**config.mk**
```make
export PLATFORM = sky130hd
export DESIGN_NAME = mpl_top
export DESIGN_NICKNAME = d
export VERILOG_FILES = /design/src/hw/mpl_pkg.sv /design/src/hw/mpl_top.sv
export SDC_FILE = /design/constraint.sdc
export NUM_CORES = 2
export LEC_CHECK = 0
export BUFFER_PORTS_ARGS = -buffer_cell sky130_fd_sc_hd__buf_4
export CELL_PAD_IN_SITES_DETAIL_PLACEMENT = 1
export CELL_PAD_IN_SITES_GLOBAL_PLACEMENT = 2
export CORE_MARGIN = 5
export CORE_UTILIZATION = 44
export CTS_BUF_LIST = sky130_fd_sc_hd__clkbuf_4 sky130_fd_sc_hd__clkbuf_8
export DETAILED_ROUTE_END_ITERATION = 6
export GPL_ROUTABILITY_DRIVEN = 0
export MAX_ROUTING_LAYER = met4
export PLACE_DENSITY_LB_ADDON = 0.3
export SYNTH_ARGS = -nofsm -noshare
export SYNTH_HDL_FRONTEND = slang
export SYNTH_SLANG_ARGS = --single-unit
```
**constraint.sdc**
```tcl
create_clock -name sys_clk -period 42.1 [get_ports sys_clk]
set_input_delay 4.21 -clock sys_clk [delete_from_list [all_inputs] [get_ports sys_clk]]
set_output_delay 4.21 -clock sys_clk [all_outputs]
set_load 0.05 [all_outputs]
```
**src/hw/mpl_pkg.sv**
```systemverilog
package mpl_pkg;
   // clock and time base
   localparam int          MPL_CLK_HZ       = 125_000_000;
   localparam int          MPL_MS_PER_S     = 1000;
   localparam int          MPL_TICK_CYCLES  = MPL_CLK_HZ / MPL_MS_PER_S;
   localparam int          MPL_UNB_DELAY_S  = 5;
   localparam logic [15:0] MPL_UNB_DELAY_MS = 16'(MPL_UNB_DELAY_S * MPL_MS_PER_S);
   localparam logic [15:0] MPL_CHK_MS       = 16'h03e8;  // contactor feedback window
   localparam logic [15:0] MPL_COOL_MS_PER_S = 16'h000c; // 83 steps span the cooling time
   localparam int          MPL_COOL_SHIFT   = 4;         // each step removes 1/16
   // thresholds
   localparam logic [7:0]  MPL_UNB_ALM_PCT  = 8'h0f;     // 15 %
   localparam logic [7:0]  MPL_UNB_TRP_PCT  = 8'h1e;     // 30 %
   localparam logic [15:0] MPL_PU_ONE       = 16'h0100;  // 1.0 per unit of full load current
   localparam logic [6:0]  MPL_PCT_SCALE    = 7'h64;     // 100
   localparam logic [31:0] MPL_TCU_FULL     = 32'h0100_0000;
   localparam logic [31:0] MPL_TCU_RESET    = 32'h0026_6666; // 15 % of full
   localparam int          MPL_GAIN_SHIFT   = 16;
   localparam int          MPL_TCU_PCT_SHIFT = 24;
   // register word offsets (byte addresses)
   localparam logic [7:0] MPL_REG_CTRL   = 8'h00;
   localparam logic [7:0] MPL_REG_CMD    = 8'h04;
   localparam logic [7:0] MPL_REG_STALL  = 8'h08;
   localparam logic [7:0] MPL_REG_GF_ALM = 8'h0c;
   localparam logic [7:0] MPL_REG_GF_TRP = 8'h10;
   localparam logic [7:0] MPL_REG_THERM  = 8'h14;
   localparam logic [7:0] MPL_REG_UC_ALM = 8'h18;
   localparam logic [7:0] MPL_REG_UC_TRP = 8'h1c;
   localparam logic [7:0] MPL_REG_UP_ALM = 8'h20;
   localparam logic [7:0] MPL_REG_UP_TRP = 8'h24;
   localparam logic [7:0] MPL_REG_TIMES  = 8'h28;
   localparam logic [7:0] MPL_REG_BAUD   = 8'h2c;
   localparam logic [7:0] MPL_REG_AUX_EN = 8'h30;
   localparam logic [7:0] MPL_REG_STATUS = 8'h34;
   localparam logic [7:0] MPL_REG_ALARMS = 8'h38;
   localparam logic [7:0] MPL_REG_TRIPS  = 8'h3c;
   localparam logic [7:0] MPL_REG_TCU    = 8'h40;
   localparam logic [7:0] MPL_REG_RPT_CAUSE = 8'h44;
   localparam logic [7:0] MPL_REG_RPT_CUR   = 8'h48;
   localparam logic [7:0] MPL_REG_RPT_MISC  = 8'h4c;
   localparam logic [7:0] MPL_REG_RPT_TCU   = 8'h50;
   localparam int         MPL_WREG_N     = 13;           // words 0x00..0x30
   // control register fields
   localparam int MPL_CTRL_CURVE_LSB = 0;
   localparam int MPL_CTRL_START_LSB = 4;
   localparam int MPL_CTRL_GF_ZS     = 8;
   localparam int MPL_CTRL_THERM_NTC = 9;
   localparam int MPL_CTRL_STALL_OFF = 10;
   localparam int MPL_CTRL_REVERSE   = 11;
   localparam int MPL_CTRL_HIGH_SPD  = 12;
   localparam int MPL_CMD_START = 0;
   localparam int MPL_CMD_STOP  = 1;
   localparam int MPL_CMD_RESET = 2;
   localparam logic [31:0] MPL_CTRL_RESET = 32'h0000_0000;
   localparam int MPL_CURVE_N  = 12;
   localparam int MPL_BAUD_N   = 7;
   localparam int MPL_AUX_N    = 7;
   localparam int MPL_TMR_N    = 9;
   // heating gain per curve: 8 standard then 4 compatible curves
   localparam logic [15:0] MPL_CURVE_GAIN [MPL_CURVE_N] = '{
      16'h1000, 16'h0800, 16'h0555, 16'h0400, 16'h0333, 16'h02aa, 16'h0249, 16'h0200,
      16'h0cc0, 16'h0660, 16'h0440, 16'h0330};
   localparam int MPL_BAUD_RATE [MPL_BAUD_N] = '{1200, 2400, 4800, 9600, 19200, 38400, 57600};
   typedef enum logic [3:0] {
      MPL_ST_FVNR      = 4'h0,
      MPL_ST_REVERSING = 4'h1,
      MPL_ST_TWO_SPEED = 4'h2,
      MPL_ST_AUTOTX    = 4'h3,
      MPL_ST_INVERTER  = 4'h4,
      MPL_ST_WYE_OPEN  = 4'h5,
      MPL_ST_SLIP_RING = 4'h6,
      MPL_ST_PART_WIND = 4'h7,
      MPL_ST_WYE_CLOSE = 4'h8
   } mpl_starter_e;
   typedef struct packed {
      logic [15:0] i_max;   // largest phase rms, per unit q8.8
      logic [15:0] i_avg;   // average phase rms, per unit q8.8
      logic [7:0]  unb_pct;
      logic [15:0] gnd_res; // residual sum, per unit q8.8
      logic [15:0] gnd_zs;  // zero-sequence sensor, per unit q8.8
      logic [15:0] power_pct;
      logic [15:0] therm;
   } mpl_meter_s;
   typedef struct packed {
      logic [7:0]  addr;
      logic [31:0] wdata;
      logic        wr;
      logic        rd;
   } mpl_req_s;
endpackage

```
**src/hw/mpl_top.sv**
```systemverilog
// Operation
// - overload trip when thermal capacity reaches 100%
// - thermal capacity accumulates squared current times curve
// - twelve selectable curves, eight standard, four compatible
// - unbalance over 15% for 5 s alarms
// - unbalance over 30% for 5 s trips
// - stall trip after current exceeds level for delay
// - stall function can be switched off
// - stall detection suppressed during starting inrush
// - ground current in percent, residual or zero-sequence
// - ground alarm and trip levels, each delayed
// - thermistor either polarity, alarm and trip levels
// - thermal capacity decays exponentially after trip
// - overload reset allowed only at 15% or below
// - stopped cooling rate derived from cooling time
// - undercurrent and underpower alarms and trips, delayed
// - check contactor after start and stop commands
// - programmable alarms for further abnormal conditions
// - starter type selects which contactor outputs drive
// - closed wye-delta drives both contactors plus auxiliary
// - every trip records cause and pre-trip metering
// - serial rate selectable 1200 to 57600 bps
// - start and stop from wired inputs or serial
`timescale 1ns/1ps
`default_nettype none
module mpl_top #(
   parameter int TICK_CYCLES = mpl_pkg::MPL_TICK_CYCLES
) (
   // clock and reset
   input  wire logic               sys_clk,
   input  wire logic               sys_rst,
   // register port
   input  wire mpl_pkg::mpl_req_s  bus_req,
   output logic [31:0]             bus_rdata,
   // metering from the analog front end
   input  wire mpl_pkg::mpl_meter_s meter,
   // switch and feedback pins
   input  wire logic               start_sw_pin,
   input  wire logic               stop_sw_pin,
   input  wire logic               contactor_closed_pin,
   input  wire logic [6:0]         aux_alarm_pin,
   // drive outputs
   output logic                    cont_a,
   output logic                    cont_b,
   output logic                    aux_out,
   output logic                    trip_out,
   output logic                    alarm_out,
   output logic [16:0]             baud_div
);
   import mpl_pkg::*;

   localparam int PIN_N = 3 + MPL_AUX_N;
   localparam int TW    = $clog2(TICK_CYCLES + 1);

   // refuse a time base shorter than two clock cycles
   generate
      if (TICK_CYCLES < 2)
      begin : g_bad_tick
         $error("TICK_CYCLES must be at least 2");
      end
   endgenerate

   // pin synchronisers and edge history
   logic [PIN_N-1:0] pin_s1;
   logic [PIN_N-1:0] pin_s2;
   logic [PIN_N-1:0] pin_s3;
   always_ff @(posedge sys_clk)
   begin
      if (sys_rst)
      begin
         pin_s1 <= '0;
         pin_s2 <= '0;
         pin_s3 <= '0;
      end
      else
      begin
         pin_s1 <= {aux_alarm_pin, contactor_closed_pin, stop_sw_pin, start_sw_pin};
         pin_s2 <= pin_s1;
         pin_s3 <= pin_s2;
      end
   end

   // state
   logic [31:0]       wreg [MPL_WREG_N];
   logic [TW-1:0]     tick_cnt;
   logic              tick;
   logic              running;
   logic [6:0]        trips;
   logic [14:0]       alarms;
   logic [31:0]       tcu;
   logic [15:0]       cool_cnt;
   logic [15:0]       chk_cnt;
   logic              chk_close;
   logic [15:0]       inrush_cnt;
   logic              inrush;
   logic              closed_d;
   logic [31:0]       rpt_cause;
   logic [31:0]       rpt_cur;
   logic [31:0]       rpt_misc;
   logic [31:0]       rpt_tcu;
   logic [31:0]       next_wreg [MPL_WREG_N];
   logic [TW-1:0]     next_tick_cnt;
   logic              next_tick;
   logic              next_running;
   logic [6:0]        next_trips;
   logic [14:0]       next_alarms;
   logic [31:0]       next_tcu;
   logic [15:0]       next_cool_cnt;
   logic [15:0]       next_chk_cnt;
   logic              next_chk_close;
   logic [15:0]       next_inrush_cnt;
   logic              next_inrush;
   logic [31:0]       next_rpt_cause;
   logic [31:0]       next_rpt_cur;
   logic [31:0]       next_rpt_misc;
   logic [31:0]       next_rpt_tcu;
   logic [31:0]       next_rdata;
   logic              next_cont_a;
   logic              next_cont_b;
   logic              next_aux_out;
   logic [16:0]       next_baud_div;

   // decoded configuration
   logic [3:0]        curve;
   mpl_starter_e      starter;
   logic              wr_cmd;
   logic              cmd_start;
   logic              cmd_stop;
   logic              cmd_reset;
   logic              closed;
   logic [15:0]       i_pct;
   logic [15:0]       iavg_pct;
   logic [15:0]       gnd_pct;
   logic [15:0]       gnd_sel;
   logic [31:0]       i_sq;
   logic [47:0]       heat;
   logic [39:0]       tcu_pct_w;
   logic [7:0]        tcu_pct;
   logic              therm_alm;
   logic              therm_trp;
   logic [15:0]       cool_step;
   logic [2:0]        baud_sel;
   logic [MPL_TMR_N-1:0] tmr_cond;
   logic [MPL_TMR_N-1:0] tmr_fire;
   logic [15:0]       tmr_dly [MPL_TMR_N];

   assign curve    = wreg[0][MPL_CTRL_CURVE_LSB +: 4];
   assign starter  = mpl_starter_e'(wreg[0][MPL_CTRL_START_LSB +: 4]);
   assign closed   = pin_s2[2];
   assign baud_sel = wreg[11][2:0];
   // serial and wired commands share one path
   assign wr_cmd    = bus_req.wr && (bus_req.addr == MPL_REG_CMD);
   assign cmd_start = (wr_cmd && bus_req.wdata[MPL_CMD_START]) || (pin_s2[0] && !pin_s3[0]);
   assign cmd_stop  = (wr_cmd && bus_req.wdata[MPL_CMD_STOP]) || (pin_s2[1] && !pin_s3[1]);
   assign cmd_reset = wr_cmd && bus_req.wdata[MPL_CMD_RESET];

   // measured values as percent of full load current
   assign gnd_sel  = wreg[0][MPL_CTRL_GF_ZS] ? meter.gnd_zs : meter.gnd_res;
   assign gnd_pct  = 16'((24'(gnd_sel) * 24'(MPL_PCT_SCALE)) >> 8);
   assign i_pct    = 16'((24'(meter.i_max) * 24'(MPL_PCT_SCALE)) >> 8);
   assign iavg_pct = 16'((24'(meter.i_avg) * 24'(MPL_PCT_SCALE)) >> 8);
   // squared current scaled by the selected curve
   assign i_sq     = 32'(meter.i_max) * 32'(meter.i_max);
   assign heat     = (48'(i_sq) * 48'(MPL_CURVE_GAIN[(curve < 4'(MPL_CURVE_N)) ? curve : 4'h0]))
                     >> MPL_GAIN_SHIFT;
   assign tcu_pct_w = (40'(tcu) * 40'(MPL_PCT_SCALE)) >> MPL_TCU_PCT_SHIFT;
   assign tcu_pct   = (tcu_pct_w > 40'(MPL_PCT_SCALE)) ? 8'(MPL_PCT_SCALE) : tcu_pct_w[7:0];
   // thermistor polarity flips the compare
   assign therm_alm = wreg[0][MPL_CTRL_THERM_NTC] ? (meter.therm < wreg[5][15:0])
                                                  : (meter.therm > wreg[5][15:0]);
   assign therm_trp = wreg[0][MPL_CTRL_THERM_NTC] ? (meter.therm < wreg[5][31:16])
                                                  : (meter.therm > wreg[5][31:16]);
   assign cool_step = 16'(wreg[10][15:0] * MPL_COOL_MS_PER_S);

   // timer conditions and delays
   always_comb
   begin
      tmr_cond[0] = meter.unb_pct > MPL_UNB_ALM_PCT;
      tmr_cond[1] = meter.unb_pct > MPL_UNB_TRP_PCT;
      tmr_cond[2] = running && !inrush && !wreg[0][MPL_CTRL_STALL_OFF]
                    && (i_pct > wreg[2][15:0]);
      tmr_cond[3] = gnd_pct > wreg[3][15:0];
      tmr_cond[4] = gnd_pct > wreg[4][15:0];
      tmr_cond[5] = running && !inrush && (iavg_pct < wreg[6][15:0]);
      tmr_cond[6] = running && !inrush && (iavg_pct < wreg[7][15:0]);
      tmr_cond[7] = running && !inrush && (meter.power_pct < wreg[8][15:0]);
      tmr_cond[8] = running && !inrush && (meter.power_pct < wreg[9][15:0]);
      tmr_dly[0]  = MPL_UNB_DELAY_MS;
      tmr_dly[1]  = MPL_UNB_DELAY_MS;
      // undercurrent and underpower words sit above the thermistor word
      for (int k = 2; k < MPL_TMR_N; k++)
      begin
         tmr_dly[k] = wreg[(k < 5) ? k : k + 1][31:16];
      end
   end

   // delay timers counting milliseconds
   generate
      for (genvar g = 0; g < MPL_TMR_N; g++)
      begin : g_tmr
         logic [15:0] cnt;
         logic [15:0] next_cnt;
         always_comb
         begin
            next_cnt = cnt;
            if (!tmr_cond[g])
               next_cnt = '0;
            else if (tick && (cnt <= tmr_dly[g]))
               next_cnt = cnt + 16'h0001;
         end
         assign tmr_fire[g] = tmr_cond[g] && (cnt > tmr_dly[g]);
         always_ff @(posedge sys_clk)
         begin
            if (sys_rst)
               cnt <= '0;
            else
               cnt <= next_cnt;
         end
      end
   endgenerate

   // control, protection and register next state
   always_comb
   begin
      logic [6:0]  trip_set;
      logic [14:0] alarm_set;
      logic [6:0]  trip_clr;
      trip_set  = '0;
      alarm_set = '0;
      trip_clr  = '0;
      for (int k = 0; k < MPL_WREG_N; k++)
      begin
         next_wreg[k] = wreg[k];
      end
      if (bus_req.wr && (bus_req.addr[7:2] < 6'(MPL_WREG_N)) && !wr_cmd)
         next_wreg[bus_req.addr[5:2]] = bus_req.wdata;
      // millisecond tick
      next_tick     = 1'b0;
      next_tick_cnt = tick_cnt + TW'(1);
      if (tick_cnt == TW'(TICK_CYCLES - 1))
      begin
         next_tick_cnt = '0;
         next_tick     = 1'b1;
      end
      // thermal model
      next_tcu      = tcu;
      next_cool_cnt = cool_cnt;
      if (tick)
      begin
         if (running && (meter.i_max > MPL_PU_ONE))
         begin
            next_tcu      = (tcu + heat[31:0] > MPL_TCU_FULL) ? MPL_TCU_FULL
                                                              : tcu + heat[31:0];
            next_cool_cnt = '0;
         end
         else if ((cool_cnt + 16'h0001) >= cool_step) // decay on the last ms of the step
         begin
            next_tcu      = tcu - (tcu >> MPL_COOL_SHIFT);
            next_cool_cnt = '0;
         end
         else
            next_cool_cnt = cool_cnt + 16'h0001;
      end
      // trip and alarm sources
      trip_set[0]  = tcu >= MPL_TCU_FULL;
      trip_set[1]  = tmr_fire[1];
      trip_set[2]  = tmr_fire[2];
      trip_set[3]  = tmr_fire[4];
      trip_set[4]  = therm_trp;
      trip_set[5]  = tmr_fire[6];
      trip_set[6]  = tmr_fire[8];
      alarm_set[0] = tmr_fire[0];
      alarm_set[1] = tmr_fire[3];
      alarm_set[2] = therm_alm;
      alarm_set[3] = tmr_fire[5];
      alarm_set[4] = tmr_fire[7];
      alarm_set[14:8] = pin_s2[PIN_N-1:3] & wreg[12][MPL_AUX_N-1:0];
      // contactor feedback check
      next_chk_cnt   = chk_cnt;
      next_chk_close = chk_close;
      if (cmd_stop || (|trip_set))
      begin
         next_chk_cnt   = MPL_CHK_MS;
         next_chk_close = 1'b0;
      end
      else if (cmd_start && !running && (trips == '0))
      begin
         next_chk_cnt   = MPL_CHK_MS;
         next_chk_close = 1'b1;
      end
      else if (tick && (chk_cnt != '0))
         next_chk_cnt = chk_cnt - 16'h0001;
      if (tick && (chk_cnt == 16'h0001))
      begin
         alarm_set[5] = chk_close && !closed;
         alarm_set[6] = !chk_close && closed;
      end
      // starting inrush window and acceleration alarm
      next_inrush     = inrush;
      next_inrush_cnt = inrush_cnt;
      if (!running)
         next_inrush = 1'b0;
      else if (closed && !closed_d)
      begin
         next_inrush     = 1'b1;
         next_inrush_cnt = wreg[10][31:16];
      end
      else if (inrush && tick)
      begin
         if (inrush_cnt == '0)
         begin
            next_inrush  = 1'b0;
            alarm_set[7] = meter.i_max > MPL_PU_ONE;
         end
         else
            next_inrush_cnt = inrush_cnt - 16'h0001;
      end
      // reset clears trips; overload waits for cooling
      if (cmd_reset)
      begin
         trip_clr       = 7'h7e;
         trip_clr[0]    = tcu <= MPL_TCU_RESET;
      end
      next_trips  = (trips & ~trip_clr) | trip_set;
      next_alarms = (cmd_reset ? 15'h0000 : alarms) | alarm_set;
      // run state
      next_running = running;
      if (cmd_stop || (|trip_set) || (trips != '0))
         next_running = 1'b0;
      else if (cmd_start)
         next_running = 1'b1;
      // trip report on each new trip
      next_rpt_cause = rpt_cause;
      next_rpt_cur   = rpt_cur;
      next_rpt_misc  = rpt_misc;
      next_rpt_tcu   = rpt_tcu;
      if (|(trip_set & ~trips))
      begin
         next_rpt_cause = {25'h0, trip_set & ~trips};
         next_rpt_cur   = {meter.i_max, gnd_pct};
         next_rpt_misc  = {8'h00, meter.unb_pct, meter.power_pct};
         next_rpt_tcu   = {24'h0, tcu_pct};
      end
      // contactor outputs by starter type
      next_cont_a  = 1'b0;
      next_cont_b  = 1'b0;
      next_aux_out = 1'b0;
      case (starter)
         MPL_ST_FVNR:
            next_cont_a = next_running;
         MPL_ST_REVERSING:
         begin
            next_cont_a = next_running && !wreg[0][MPL_CTRL_REVERSE];
            next_cont_b = next_running && wreg[0][MPL_CTRL_REVERSE];
         end
         MPL_ST_TWO_SPEED:
         begin
            next_cont_a = next_running && !wreg[0][MPL_CTRL_HIGH_SPD];
            next_cont_b = next_running && wreg[0][MPL_CTRL_HIGH_SPD];
         end
         MPL_ST_AUTOTX, MPL_ST_INVERTER, MPL_ST_WYE_OPEN, MPL_ST_SLIP_RING, MPL_ST_PART_WIND:
         begin
            next_cont_a = next_running;
            next_cont_b = next_running && running && !inrush && closed_d;
         end
         MPL_ST_WYE_CLOSE:
         begin
            next_cont_a  = next_running;
            next_cont_b  = next_running && running && !inrush && closed_d;
            next_aux_out = next_running && (inrush || !closed_d);
         end
         default:
            next_cont_a = 1'b0;
      endcase
      // serial rate divider
      next_baud_div = 17'(MPL_CLK_HZ / MPL_BAUD_RATE[0]);
      for (int k = 0; k < MPL_BAUD_N; k++)
      begin
         if (baud_sel == 3'(k))
            next_baud_div = 17'(MPL_CLK_HZ / MPL_BAUD_RATE[k]);
      end
      // register read data
      next_rdata = 32'h0000_0000;
      if (bus_req.rd)
      begin
         if ((bus_req.addr[7:2] < 6'(MPL_WREG_N)) && (bus_req.addr != MPL_REG_CMD)
             && (bus_req.addr[1:0] == 2'b00))
            next_rdata = wreg[bus_req.addr[5:2]];
         else
            case (bus_req.addr)
               MPL_REG_STATUS:    next_rdata = {27'h0, closed, inrush, |alarms, |trips, running};
               MPL_REG_ALARMS:    next_rdata = {17'h0, alarms};
               MPL_REG_TRIPS:     next_rdata = {25'h0, trips};
               MPL_REG_TCU:       next_rdata = {24'h0, tcu_pct};
               MPL_REG_RPT_CAUSE: next_rdata = rpt_cause;
               MPL_REG_RPT_CUR:   next_rdata = rpt_cur;
               MPL_REG_RPT_MISC:  next_rdata = rpt_misc;
               MPL_REG_RPT_TCU:   next_rdata = rpt_tcu;
               default:           next_rdata = 32'h0000_0000;
            endcase
      end
   end

   // register all control state
   always_ff @(posedge sys_clk)
   begin
      if (sys_rst)
      begin
         for (int k = 0; k < MPL_WREG_N; k++)
            wreg[k] <= MPL_CTRL_RESET;
         tick_cnt   <= '0;
         tick       <= 1'b0;
         running    <= 1'b0;
         trips      <= '0;
         alarms     <= '0;
         tcu        <= '0;
         cool_cnt   <= '0;
         chk_cnt    <= '0;
         chk_close  <= 1'b0;
         inrush_cnt <= '0;
         inrush     <= 1'b0;
         closed_d   <= 1'b0;
         rpt_cause  <= '0;
         rpt_cur    <= '0;
         rpt_misc   <= '0;
         rpt_tcu    <= '0;
         bus_rdata  <= '0;
         cont_a     <= 1'b0;
         cont_b     <= 1'b0;
         aux_out    <= 1'b0;
         trip_out   <= 1'b0;
         alarm_out  <= 1'b0;
         baud_div   <= '0;
      end
      else
      begin
         for (int k = 0; k < MPL_WREG_N; k++)
            wreg[k] <= next_wreg[k];
         tick_cnt   <= next_tick_cnt;
         tick       <= next_tick;
         running    <= next_running;
         trips      <= next_trips;
         alarms     <= next_alarms;
         tcu        <= next_tcu;
         cool_cnt   <= next_cool_cnt;
         chk_cnt    <= next_chk_cnt;
         chk_close  <= next_chk_close;
         inrush_cnt <= next_inrush_cnt;
         inrush     <= next_inrush;
         closed_d   <= closed;
         rpt_cause  <= next_rpt_cause;
         rpt_cur    <= next_rpt_cur;
         rpt_misc   <= next_rpt_misc;
         rpt_tcu    <= next_rpt_tcu;
         bus_rdata  <= next_rdata;
         cont_a     <= next_cont_a;
         cont_b     <= next_cont_b;
         aux_out    <= next_aux_out;
         trip_out   <= next_trips != '0;
         alarm_out  <= next_alarms != '0;
         baud_div   <= next_baud_div;
      end
   end
endmodule
`default_nettype wire

```
; Yosys cells after proc, flatten, opt, wreduce, memory -nomap -nowiden
; Memories as Yosys holds them, arrays and structs flattened.
; Index checks and enable logic that the tools add are counted.
[op_classes]
n_div = 0
multipliers = 7
n_reduce_logical = 110
muxes = 61
eq_ne = 27
n_lt_le_gt_ge = 42
shifts = 0
bitwise = 34
n_addsub = 15
[ops]
columns = op, count
row1 = $mux 32, 18
row2 = $bwmux 416, 1
row3 = $mux 416, 1
row4 = $pmux 32 s8, 1
row5 = $add 16x1->16 const B, 10
row6 = $gt 16x16->1, 9
row7 = $demux 32 s4, 1
row8 = $mux 16, 8
row9 = $le 16x16->1, 7
row10 = $lt 16x16->1, 4
row11 = $mul 16x5->21 const B, 3
row12 = $logic_and 1x1->1, 53
row13 = $gt 15x16->1, 3
row14 = $mul 32x16->48, 1
row15 = $eq 8x7->1 const B, 5
row16 = $mul 32x5->37 const B, 1
row17 = $add 32x32->32, 1
row18 = $ge 32x25->1 const B, 1
row19 = $gt 16x13->1 const B, 2
row20 = $gt 32x25->1 const B, 1
row21 = $le 16x13->1 const B, 2
row22 = $le 32x22->1 const B, 1
row23 = $lt 15x16->1, 2
row24 = $mul 16x16->32, 1
row25 = other kinds (65), 159
[totals]
latch_bits = 0
elab_cells = 339
register_bits = 414
n_memories = 2
mem_bits_ro = 256
input_bits = 158
output_inout_bits = 54
mem_bits_rw = 416
[memory_table]
columns = name, words, word_bits, read_ports, rd_clocked_by_memory_dff, write_ports, line_no
row1 = wreg, 13, 32, 14, 0, 13, mpl_top.sv:84  ; logic [31:0] wreg [MPL_WREG_N];
row2 = (no name shown), 16, 16, 1, 0, 0, mpl_top.sv:164  ; assign heat = (48'(i_sq) * 48'(MPL_CURVE_GAIN[(curve < 4'(MPL_CURVE_N)) ? curve : 4'h0]))

; Depth between registers and ports, before layout
[logic_depth]
depth_word = 13
ltp_mapped = 64
mapped_depth_nobuf = 60

; Least setup slack after synthesis
; No wires, ideal clock.
[synth_path]
path_type = input port to flip-flop
startpoint = input port meter[94] (netlist bit)
endpoint = register tcu[14]
required_ns = 42.020
arrival_ns = 18.087
n_path_buf = 3
setup_slack_ns = 23.933
path_stages = 59
path_cell_list = clkbuf_1 > clkinv_1 > nor2_1 > inv_1 > fa_1 > inv_1 > fa_1 > inv_1 > fa_1 > inv_1 > fa_1 > fa_1 > inv_1 > fa_1 > inv_1 > ha_1 > a21o_1 > a21o_1 > [... 23 more ...] > o21ai_0 > a221oi_1 > o21ai_0 > a21oi_1 > xnor2_1 > ha_1 > a21oi_1 > o21ai_0 > nand3_1 > nand2_1 > a31o_2 > or3_1 > a211oi_1 > nand4_1 > a211oi_4 > buf_6 > a221oi_2 > a211oi_2
[synth_via]
elab_chain_cells = 6
[synth_lines]
columns = item, line_no
row1 = from (decl), mpl_top.sv:36  ; input wire mpl_pkg::mpl_meter_s meter,
row2 = $mul 16x16->32, mpl_top.sv:163  ; assign i_sq = 32'(meter.i_max) * 32'(meter.i_max);
row3 = $mul 32x16->48, mpl_top.sv:164
row4 = $add 32x32->32, "mpl_top.sv:252, mpl_top.sv:253"
row5 = $gt 32x25->1, mpl_top.sv:252  ; next_tcu = (tcu + heat[31:0] > MPL_TCU_FULL) ? MPL_TCU_FULL
row6 = $mux 32, mpl_top.sv:252
row7 = $mux 32, mpl_top.sv:250  ; if (running && (meter.i_max > MPL_PU_ONE))
row8 = to (signal assigned), mpl_top.sv:444  ; tcu <= next_tcu;
row9 = to (decl), mpl_top.sv:90  ; logic [31:0] tcu;
; Several ways; a longest one is shown, not always the timed one.
; A chain may end at the register's enable or synchronous reset.

; Worst setup path in the final report
[layout_path]
startpoint = input port meter[94] (netlist bit)
endpoint = register tcu[0]
; The elaborated chain is that of the path after synthesis.

==> impl_results.md <==
* Fraction of layout cells with a size suffix above 1 at 0.09107
* Post-CTS setup buffers at 0
* DR WL/cell at 22.79 um
* CTS tree: built
* Power Total at 5.928 mW
* Die height at 417.4 um
* Worst path most repeated cell: fa_1
* Core area at about 0.16 mm^2
* Detail Route Antenna Nets at 0
* Hold Slack at 439.9 ps
* Path depth of the worst reg2reg path at 40
* 1st-pass router iterations at 6
* Actual slew at the worst max-slew pin at about 1300 ps
* Mapped Nets at 10350
* DR vias/cell at between 5 and 6
* Number of global-route vias before repair at between 60000 and 70000
* Resize count post-CTS at 0
* Routed via count at 63030
* Largest net degree at the start of global routing at 163
* Hold crit path type: reg -> reg
* Clock Sink Count at 830
* Synth Register Bits at 830
* Power Dens Cells at 73.85 mW/mm^2
* Clock insertion delay at the later pin of the skew report at around 940 ps
* Final worst slack at 22410 ps
* GRT Util Overall at 0.2966
* Hold Crit Start: pin_s1[4]
* Initial Util at 0.4426
* Io pins at 212
* First-pass GRT wire length at 393200 um
* Fin crit share at 0.4676
* Cell area after synthesis at 0.07303 mm^2
* Worst vdd ir at 150.2 uV
* Critical-path top delay cell: a211oi_4
* EDFF count, synth at 0
* I/O Buffers at 211
* Hold path depth at 1
* Max Fanout on Critical Path at 16
* P_sw at approximately 3.1 mW
* H-tree depth at 4
* Post-synthesis async set-or-reset flop share at 0
* Endpoint class of the critical path: register
* Pins Over Slew Limit at 0
* Final WL at 254800 um
* Relative slew slack at 0.1366
* Crit path from: meter[94]
* Status: complete, no violations
* HPWL Detailed at around 200000 um
* Grt met1 use at 0.3493
* Synth unique cells at 94
* CTS max path bufs at 3
* Max stage delay on crit path at roughly 830 ps
* Sequential share of the synthesized area at 0.2275
* Worst R2R Start: wreg[0][1]
* Hold-fix buffers, CTS at 0
* CTS Buf Count at 157
* Place WS at 21630 ps
* Lkg Pwr at 35.37 nW
* Max-cap viol count at 0
* Synth-to-Final Area Change at 9.918%
* DIE AREA at approximately 0.17 mm^2
* Combinational Power Share at 0.715
* Met3 global-route usage at 0.03883
* Mean Syn Cell Area at 8.338 um^2
* Crit start category: input port
* Mapped Cells at 8759
* Sequential Power Share at 0.137
* Post-route setup TNS at 0 ps
* Yosys Warn Count at 0
* Final setup fails at 0
* Clock share of power at 0.149
* Final Hold Viols at 0
* CP Data Required Time at 42900 ps
* Reg clk slew, reported paths at around 60 ps
* Tmin final at a little under 20000 ps
* DRC viols at 0
* Initial antenna violation count at 16
* Final net count at 10440
* Setup Skew at about 62 ps
* GR Overflow Total at 0
* FMAX at 0.05080 GHz
* FP Rows at about 150
* Top FF cell, synth: dfxtp_1
* RSZ-0062 raised after global routing: false
* Met2 track demand over resource at 0.5131
* Power Internal at 2.785 mW
* Switching Share at 0.5303
* GR peak layer: met2
* Worst Path Arrival at between 20000 and 25000 ps
* Initial drt markers at 4052
* Die X at 417.4 um
* Clock root cell: clkbuf_8
* Util after Layout at 0.4866
* Critical path type: in -> reg
-- through the flow --
stage / area, um^2 / instances
after CTS: 80230 / 11160
final: 80280 / 11180
after global routing: 80270 / 11170
after detailed placement: 76760 / 10880
after floorplan: 73030 / 8759
after global placement: 76760 / 10880
-- state kept, by name, indices dropped and copies added, names as in the netlist, 15 cells and up --
signal      count
tick_cnt       17
bus_rdata      32
chk_cnt        16
tcu            32
alarms         15
rpt_cur        31
cool_cnt       16
baud_div       17
inrush_cnt     16
rpt_misc       24
g_tmr.cnt     144
wreg          416
-- worst max-delay path: cells and delay by family --
| kind | cells | cell delay, ps |
|---|---|---|
| adders and majority gates | 15 | 7350 |
| buffers and inverters | 11 | 1060 |
| xor gates and xnor gates | 2 | 740 |
| AOI/OAI and AO/OA | 19 | 5340 |
| and+or+nand+nor | 9 | 1780 |
-- cells in the final DEF (no fill, tap or decap), types with 19 or more instances in the layout --
cell type  instances
clkbuf_8         198
nor2_1           624
and4_1            24
a21o_1           110
xnor2_1          183
nand3_1          143
nand2b_1          44
nor3_1           116
and3_1            85
o21ai_0          172
nor2b_1           87
clkbuf_4          50
a222oi_1          25
a31oi_1           33
mux2i_1           74
nand2_1         1383
inv_1           1269
ha_1             899
o211ai_1          21
mux4_2           128
xor2_1           140
fa_1             537
or3_1             45
nor4_1            34
nand4_1           85
buf_4            303
a22oi_1           31
dfxtp_1          829
or2_2             24
a21oi_1          734
o21a_1            70
a211oi_1          37
o31ai_1           19
and2_1            70
-- cells by family (layout without fill, tap and decap cells) --
family,count (synthesis),after routing,share of synthesized area
AND/OR/NAND/NOR,2850,2850,0.1728
buffers and inverters,1650,1862,0.08520
AO/OA/AOI/OAI,1459,1459,0.1235
adder cells (fa/ha/maj),1436,1436,0.3012
flip-flops,830,830,0.2275
XOR/XNOR,324,324,0.03896
multiplexers,210,210,0.05085
other,0,17,0
-- worst paths after layout --
kind | end | slack, ps
worst max-delay path | tcu[0] | 22410
worst min-delay path | pin_s2[4] | 440
worst max register to register | tcu[0] | 29380
worst min register to register | pin_s2[4] | 440
-- power by group through the flow --
stage	sequential (mW)	clock [mW]	combinational, mW
6_report	0.810	0.881	4.24
5_1_grt	0.810	0.933	4.72
4_1_cts	0.809	0.896	4.28
3_5_place_dp	0.826	0	4.25
3_3_place_gp	0.825	0	4.15
2_1_floorplan	0.823	0	2.91
-- cells in the mapped netlist (all sizes together), types with 24 or more instances --
library cell  number  area (um^2)
xor2             141         1242
nand3            145        725.7
nor3             118        590.6
nand2b            45        289.0
clkbuf           342         1284
ha               899        11250
xnor2            183         1603
or3               46        287.8
a222oi            25        250.2
nor4              36        231.5
a22oi             31        232.7
or2               24        150.1
fa               537        10750
o21a              70        525.5
and2              75        469.2
and4              25        221.5
and3              85        531.8
nor2b             87        544.3
dfxtp            830        16620
inv             1269         4763
nor2             636         2387
o21ai            178        890.9
mux2i             74        740.7
a211oi            48        417.9
a21o             110        825.8
nand2           1388         5210
mux4             128         2883
nand4             85        531.8
a31oi             34        212.7
buf               35        160.1
a21oi            735         3682
-- area by class of cell --
cell class	instances	area, um^2
inverters	1273	4778
multi-input cells	6279	50300
clock buffers	248	3100
fillers	19680	84710
diodes	17	42.54
clock inverters	35	376.6
repair buffers	306	2321
flip-flops and latches	830	16620
well taps	2189	2739
-- per-layer routing --
metal  share of wire  vias up
met3           0.044      459
met2            0.50     1526
met4           0.046        0
met5               0        -
met1            0.41    31880
li1                -    29170
Note: power is estimated with default switching activity, not from simulation.
